==> config.mk <==
export PLATFORM = sky130hd
export DESIGN_NAME = mbd_decode
export DESIGN_NICKNAME = d
export VERILOG_FILES = /design/src/hdl/mbd_pkg.sv /design/src/hdl/mbd_decode.sv
export SDC_FILE = /design/constraint.sdc
export NUM_CORES = 1
export LEC_CHECK = 0
export ABC_AREA = 1
export ABC_CLOCK_PERIOD_IN_PS = 1700
export BUFFER_PORTS_ARGS = -buffer_cell sky130_fd_sc_hd__buf_2
export CELL_PAD_IN_SITES_DETAIL_PLACEMENT = 1
export CELL_PAD_IN_SITES_GLOBAL_PLACEMENT = 1
export CORE_MARGIN = 2
export CORE_UTILIZATION = 34
export CTS_CLUSTER_SIZE = 40
export DETAILED_ROUTE_END_ITERATION = 16
export HOLD_SLACK_MARGIN = 0.03
export PLACE_DENSITY_LB_ADDON = 0.3
export SLEW_MARGIN = 25
export SYNTH_ARGS = -nofsm -noshare
export SYNTH_HDL_FRONTEND = slang
export SYNTH_SLANG_ARGS = --single-unit
==> constraint.sdc <==
create_clock -name i_mclk -period 1.7 [get_ports i_mclk]
set_input_delay 0.34 -clock i_mclk [delete_from_list [all_inputs] [get_ports i_mclk]]
set_output_delay 0.34 -clock i_mclk [all_outputs]
set_load 0.01 [all_outputs]
==> src/hdl/mbd_pkg.sv <==
// Constants, types and state layout for the memory board decode block
package mbd_pkg;
   // ----------------------------------------
   // Bus widths and field positions
   // ----------------------------------------
   localparam int ADDR_W = 24;
   localparam int IO_W = 16;
   localparam int SEL_W = 9;
   localparam int BANK_W = 4;
   localparam int BANK_HI = 23;
   localparam int BANK_LO = 20;
   localparam int REGION_HI = 19;
   localparam int REGION_LO = 16;
   localparam int PART_HI = 15;
   localparam int PART_LO = 14;
   localparam int EPROM_HI = 17;
   localparam int EPROM_LO = 16;
   localparam int EPROM_TOP_HI = 19;
   localparam int EPROM_TOP_LO = 18;
   // ----------------------------------------
   // Decode map
   // ----------------------------------------
   localparam logic [3:0] SRAM_REGION = 4'h0;
   localparam logic [3:0] NVRAM_REGION = 4'h1;
   localparam logic [1:0] EPROM_TOP = 2'h3;
   localparam logic [3:0] BANK_NONE = 4'h0;
   localparam int SRAM_SEL = 8;
   localparam int NVRAM_SEL_LO = 4;
   localparam int EPROM_SEL_LO = 0;
   // ----------------------------------------
   // I/O registers
   // ----------------------------------------
   localparam logic [15:0] IO_DIAG_ROUTE = 16'h8020;
   localparam logic [15:0] IO_CFG_READBACK = 16'h8040;
   localparam int DIAG_EN_BIT = 0;
   localparam logic [7:0] RDATA_RESET = 8'h00;
   // ----------------------------------------
   // Timing
   // ----------------------------------------
   localparam int MCLK_HZ = 40_000_000;
   localparam int SLOW_LIMIT_HZ = 8_000_000;
   localparam int CNT_W = 4;
   // ----------------------------------------
   // Wait state machine and state layout
   // ----------------------------------------
   typedef enum logic [1:0] {
      MBD_IDLE = 2'b00,
      MBD_WAIT = 2'b01,
      MBD_DONE = 2'b10
   } mbd_wait_t;
   typedef struct packed {
      logic [ADDR_W-1:0] addr;
      logic [SEL_W-1:0] sel;
      logic buf_en;
      logic ready;
      logic [CNT_W-1:0] cnt;
      mbd_wait_t wstate;
      logic diag_route;
      logic diag_line;
      logic early_ale;
      logic early_wr;
      logic early_rd;
      logic [BANK_W-1:0] bank;
      logic [7:0] rdata;
      logic rdata_oe;
   } mbd_state_t;
endpackage : mbd_pkg

==> src/hdl/mbd_decode.sv <==
// Memory board address latch, select decode, wait states and diagnostics
// Behaviour
// - Upper address decodes into five RAM and four EPROM selects.
// - Top RAM select enables static RAM, other four enable NVRAM.
// - Selects pass a register: loaded each clock while ALE high, held while low.
// - Select latch outputs are always enabled.
// - Jumper makes bits 20 to 23 bank lines or plain address.
// - Address latched and held until the bus cycle ends.
// - Select logic also yields the memory data buffer enable.
// - Each byte-pair has its own latched select; address is shared.
// - Data buffers enable only when all their enables are high.
// - Above the slow clock limit, ready is pulled low to stretch cycles.
// - Early address latch, memory write and read strobes are produced.
// - Writing one to diag address routes ready to the measure line.
// - I/O read at readback address returns straps and bank lines.
// - One readback bit flags backup battery at warning level.
module mbd_decode #(
   parameter int CPU_CLK_HZ = mbd_pkg::MCLK_HZ,
   parameter logic [3:0] WAIT_STATES = 4'h2,
   parameter int BATT_BIT = 7,
   parameter int STRAP_LSB = 4,
   parameter int STRAP_W = 3,
   parameter int BANK_LSB = 0
) (
   // Clock and reset
   input wire logic i_mclk,
   input wire logic i_reset,
   // Processor bus
   input wire logic [mbd_pkg::ADDR_W-1:0] i_addr,
   input wire logic i_ale,
   input wire logic i_mem_rd,
   input wire logic i_mem_wr,
   input wire logic i_io_rd,
   input wire logic i_io_wr,
   input wire logic [7:0] i_io_wdata,
   // Straps and battery
   input wire logic i_bank_jumper,
   input wire logic [STRAP_W-1:0] i_cfg_straps,
   input wire logic i_batt_low,
   // Memory side
   output logic [mbd_pkg::ADDR_W-1:0] o_latched_addr,
   output logic [3:0] o_eprom_pair_selects,
   output logic [3:0] o_nvram_pair_selects,
   output logic o_sram_pair_select,
   output logic o_sel_oe,
   output logic o_data_buf_en,
   output logic [mbd_pkg::BANK_W-1:0] o_bank_lines,
   // Bus control and diagnostics
   output logic o_bus_ready_line,
   output logic o_diag_measure_line,
   output logic o_early_addr_strobe,
   output logic o_early_mem_write,
   output logic o_early_mem_read,
   // I/O readback
   output logic [7:0] o_io_rdata,
   output logic o_io_rdata_oe
);
   // ----------------------------------------
   // State
   // ----------------------------------------
   mbd_pkg::mbd_state_t st;
   mbd_pkg::mbd_state_t next_st;
   logic need_wait;
   logic [mbd_pkg::SEL_W-1:0] dec_sel;
   logic bank_ok;
   logic mem_cmd;
   logic mem_start;
   logic [7:0] rb_byte;

   assign need_wait = (CPU_CLK_HZ > mbd_pkg::SLOW_LIMIT_HZ);
   assign mem_cmd = i_mem_rd | i_mem_wr;
   assign mem_start = mem_cmd & ~(st.early_rd | st.early_wr);

   // ----------------------------------------
   // Address decode
   // ----------------------------------------
   always_comb begin
      dec_sel = '0;
      bank_ok = i_bank_jumper | (i_addr[mbd_pkg::BANK_HI:mbd_pkg::BANK_LO] == mbd_pkg::BANK_NONE);
      if (bank_ok) begin
         if (i_addr[mbd_pkg::EPROM_TOP_HI:mbd_pkg::EPROM_TOP_LO] == mbd_pkg::EPROM_TOP) begin
            dec_sel[mbd_pkg::EPROM_SEL_LO + 32'(i_addr[mbd_pkg::EPROM_HI:mbd_pkg::EPROM_LO])] = 1'b1;
         end else if (i_addr[mbd_pkg::REGION_HI:mbd_pkg::REGION_LO] == mbd_pkg::NVRAM_REGION) begin
            dec_sel[mbd_pkg::NVRAM_SEL_LO + 32'(i_addr[mbd_pkg::PART_HI:mbd_pkg::PART_LO])] = 1'b1;
         end else if (i_addr[mbd_pkg::REGION_HI:mbd_pkg::REGION_LO] == mbd_pkg::SRAM_REGION) begin
            dec_sel[mbd_pkg::SRAM_SEL] = 1'b1;
         end
      end
   end

   // ----------------------------------------
   // Readback byte
   // ----------------------------------------
   always_comb begin
      rb_byte = mbd_pkg::RDATA_RESET;
      for (int i = 0; i < STRAP_W; i++) begin
         rb_byte[STRAP_LSB + i] = i_cfg_straps[i];
      end
      for (int i = 0; i < mbd_pkg::BANK_W; i++) begin
         rb_byte[BANK_LSB + i] = st.bank[i];
      end
      rb_byte[BATT_BIT] = i_batt_low;
   end

   // ----------------------------------------
   // Next state
   // ----------------------------------------
   always_comb begin
      next_st = st;
      if (i_ale) begin
         next_st.addr = i_addr;
         next_st.bank = i_bank_jumper ? i_addr[mbd_pkg::BANK_HI:mbd_pkg::BANK_LO]
                                      : mbd_pkg::BANK_NONE;
      end
      if (i_ale) begin
         next_st.sel = dec_sel;
      end
      next_st.early_ale = i_ale;
      next_st.early_wr = i_mem_wr;
      next_st.early_rd = i_mem_rd;
      next_st.buf_en = (|st.sel) & mem_cmd;
      case (st.wstate)
         mbd_pkg::MBD_IDLE: begin
            next_st.ready = 1'b1;
            if (mem_start && need_wait && (|st.sel) && (WAIT_STATES != 4'h0)) begin
               next_st.wstate = mbd_pkg::MBD_WAIT;
               next_st.ready = 1'b0;
               next_st.cnt = WAIT_STATES - 4'h1;
            end
         end
         mbd_pkg::MBD_WAIT: begin
            if (st.cnt == 4'h0) begin
               next_st.wstate = mbd_pkg::MBD_DONE;
               next_st.ready = 1'b1;
            end else begin
               next_st.cnt = st.cnt - 4'h1;
            end
         end
         mbd_pkg::MBD_DONE: begin
            if (!mem_cmd) begin
               next_st.wstate = mbd_pkg::MBD_IDLE;
            end
         end
         default: begin
            next_st.wstate = mbd_pkg::MBD_IDLE;
            next_st.ready = 1'b1;
         end
      endcase
      if (i_io_wr && (i_addr[mbd_pkg::IO_W-1:0] == mbd_pkg::IO_DIAG_ROUTE)) begin
         next_st.diag_route = i_io_wdata[mbd_pkg::DIAG_EN_BIT];
      end
      next_st.diag_line = st.diag_route & st.ready;
      next_st.rdata_oe = i_io_rd && (i_addr[mbd_pkg::IO_W-1:0] == mbd_pkg::IO_CFG_READBACK);
      next_st.rdata = next_st.rdata_oe ? rb_byte : mbd_pkg::RDATA_RESET;
   end

   // ----------------------------------------
   // Registers
   // ----------------------------------------
   always_ff @(posedge i_mclk) begin
      if (i_reset) begin
         st <= '0;
         st.ready <= 1'b1;
         st.wstate <= mbd_pkg::MBD_IDLE;
      end else begin
         st <= next_st;
      end
   end

   // ----------------------------------------
   // Outputs
   // ----------------------------------------
   assign o_latched_addr = st.addr;
   assign o_eprom_pair_selects = st.sel[mbd_pkg::EPROM_SEL_LO +: 4];
   assign o_nvram_pair_selects = st.sel[mbd_pkg::NVRAM_SEL_LO +: 4];
   assign o_sram_pair_select = st.sel[mbd_pkg::SRAM_SEL];
   assign o_sel_oe = 1'b1;
   assign o_data_buf_en = st.buf_en;
   assign o_bank_lines = st.bank;
   assign o_bus_ready_line = st.ready;
   assign o_diag_measure_line = st.diag_line;
   assign o_early_addr_strobe = st.early_ale;
   assign o_early_mem_write = st.early_wr;
   assign o_early_mem_read = st.early_rd;
   assign o_io_rdata = st.rdata;
   assign o_io_rdata_oe = st.rdata_oe;
endmodule : mbd_decode

==> run summary <==
Reg2Reg Depth - 8
DR pass1 iterations - 4
syn avg cell area - 7.63 um^2
Nets - 437
worst skew pair latency - 0.34 ns
Final Setup Violations - 0
CTS Sinks - 59
fin crit share - 82.9%
CTS tree - built
largest area contributor in the netlist - dfxtp_1
post-synthesis sequential area ratio - 44.9%
core footprint - 7610 um^2
critical path data required time - 1.94 ns
Reg2Reg Setup Slack - 0.29 ns
Antenna diodes - 0
grt total ovfl - 0
top cell type's share of synthesized area - 44.9%
Initial Util - 34.6%
r2r startpoint - st[20]
vias in the first global route - 2256
layout cell share with drive strength beyond 1 - 29.5%
first-pass GRT wire length - 10.4 mm
crit path launch - st[20]
H-tree depth - 3
clock slew at the register clock pins of the worst setup and hold paths - 0.08 ns
setup TNS - 0 ns
Die ar. - 8460 um^2
CP endpoint - st[21]
crit path kind - flip-flop to flip-flop
DRT iter0 DRCs - 38
post-synth design cell area - 2630 um^2
worst vdd ir - 381 uV
largest net degree at the start of global routing - 39
Syn Nets - 391
MaxCap Viol Count - 0
top cells by count, synth - 61 x nor2_1, 59 x dfxtp_1, 45 x buf_4
routed vias - 2257
post-CTS setup buffer count - 0
initial antenna violation count - 0
most common cell in the synthesized netlist - nor2_1
Synth-to-Final Area Change - 15.9%
Finished Core Util - 40.1%
routed wire length - 6.27 mm
routed length per instance - 12.6 um
vias per std cell - 4.53
Resized Gates After CTS - 0
clock skew - 0.00583 ns
chip width - 92.0 um
CP Launch Type - flip-flop
GP Congestion - 0.773
row count - 32
status - finished, final reports clean
Leak Pwr - 0.00150 uW
WP data arrival - 1.65 ns
Distinct cells, synth - 29
Clock Tree Buf Depth - 2
Remaining DRCs - 0
CP Capture Type - flip-flop
cts hold-fix bufs - 0
reg2reg end - st[21]
Final Max Tran Viols - 0
die height - 92.0 um
CTS root buffer - clkbuf_8
Synth warnings - 0
synth top area cells - dfxtp_1 45%, buf_4 13%, nor2_1 8.7%
worst hold slack - 0.203 ns
critical path fanouts, max - 5
final hold vios - 0
pre-CTS setup slack - 0.301 ns
Hold Path Class - input pin to flip-flop
cell area power density - 999 nW/um^2
min Tclk post-route - 1.41 ns
final setup margin - 0.290 ns
Detailed Place HPWL - 4.65 mm
#FFs+latches synth - 59
GR Util All Layers - 15.7%
Most used DFF post-synth - dfxtp_1
ys async rst share - 0%
Gate Count Post-Synth - 345
FMAX - 0.709 GHz
number of flops mapped to enable cells by yosys - 0
Antenna Nets Post-Route - 0
clock buffers created by TritonCTS - 9
RSZ-0062 raised after global routing - no
# IOs - 97
PortBufs - 88
-- layout make-up --
type | instances | area, um^2
sequential | 59 | 1180
clock inverter | 7 | 77.6
inverter | 34 | 128
timing repair buffer | 93 | 490
clock buffer | 9 | 124
fill | 1006 | 4560
multi-input combinational | 194 | 922
tap | 102 | 128
-- critical path, cell delays in order, from the launching register on --
cell and delay [ns]:
dfxtp_1 0.38, inv_1 0.10, ha_1 0.21, nand3_1 0.14, nand2_1 0.17, nand2_4 0.15
inv_2 0.04, nor2_1 0.08, nor2_1 0.04
-- cells by family after synthesis --
logic type	synth area share, %
xor+xnor	0.333
other cells	0.143
flops	44.9
simple gates	23.0
buf+inv	20.1
compound gates	10.7
fa+ha+maj	0.951
-- flip-flops by register name, indices dropped and copies added (netlist names) --
| register | cells |
|---|---|
| o_early_mem_write | 1 |
| o_bus_ready_line | 1 |
| o_io_rdata_oe | 1 |
| o_io_rdata | 8 |
| o_diag_measure_line | 1 |
| o_sram_pair_select | 1 |
| o_nvram_pair_selects | 4 |
| o_latched_addr | 24 |
| o_bank_lines | 4 |
| o_data_buf_en | 1 |
| o_eprom_pair_selects | 4 |
| o_early_mem_read | 1 |
| st | 7 |
| o_early_addr_strobe | 1 |
-- worst min path at each step --
stage                           to             from  cells past startpoint
2_1_floorplan  o_diag_measure_line           st[17]                      2
3_3_place_gp         o_io_rdata[3]  o_bank_lines[3]                      2
3_5_place_dp         o_io_rdata[3]  o_bank_lines[3]                      2
4_1_cts              o_io_rdata[7]       i_batt_low                      3
5_1_grt              o_io_rdata[5]  i_cfg_straps[1]                      3
6_report             o_io_rdata[7]       i_batt_low                      3
-- layer usage --
metal / share of wire (%) / track usage (%)
met4: 2.6 / 7.59
met1: 44 / 18.4
met3: 4.4 / 3.62
met2: 48 / 26.8
met5: 0 / 0
-- report_power, final --
group / internal (uW) / switching [uW]
Sequential: 1430 / 26.4
Clock: 682 / 604
Combinational: 120 / 182
-- cells in the final DEF, fill, tap and decap left out, types with 2 or more instances in the layout --
cell type and count:
a21oi_1 29, buf_2 88, buf_4 4, clkbuf_8 9, clkinvlp_4 4, dfxtp_1 59
ha_1 2, inv_1 33, nand2_1 39, nand2_2 2, nand3_1 12, nand4_1 11
nor2_1 61, nor3_1 5, o21ai_0 21
-- through the flow --
step	power [uW]	cell area (um^2)	instances
after floorplan	1710	2630	345
after global placement	1790	2850	482
after detailed placement	1800	2850	482
after CTS	3100	3050	498
after global routing	3210	3050	498
final	3050	3050	498
Note: power is estimated with default switching activity, not from simulation.
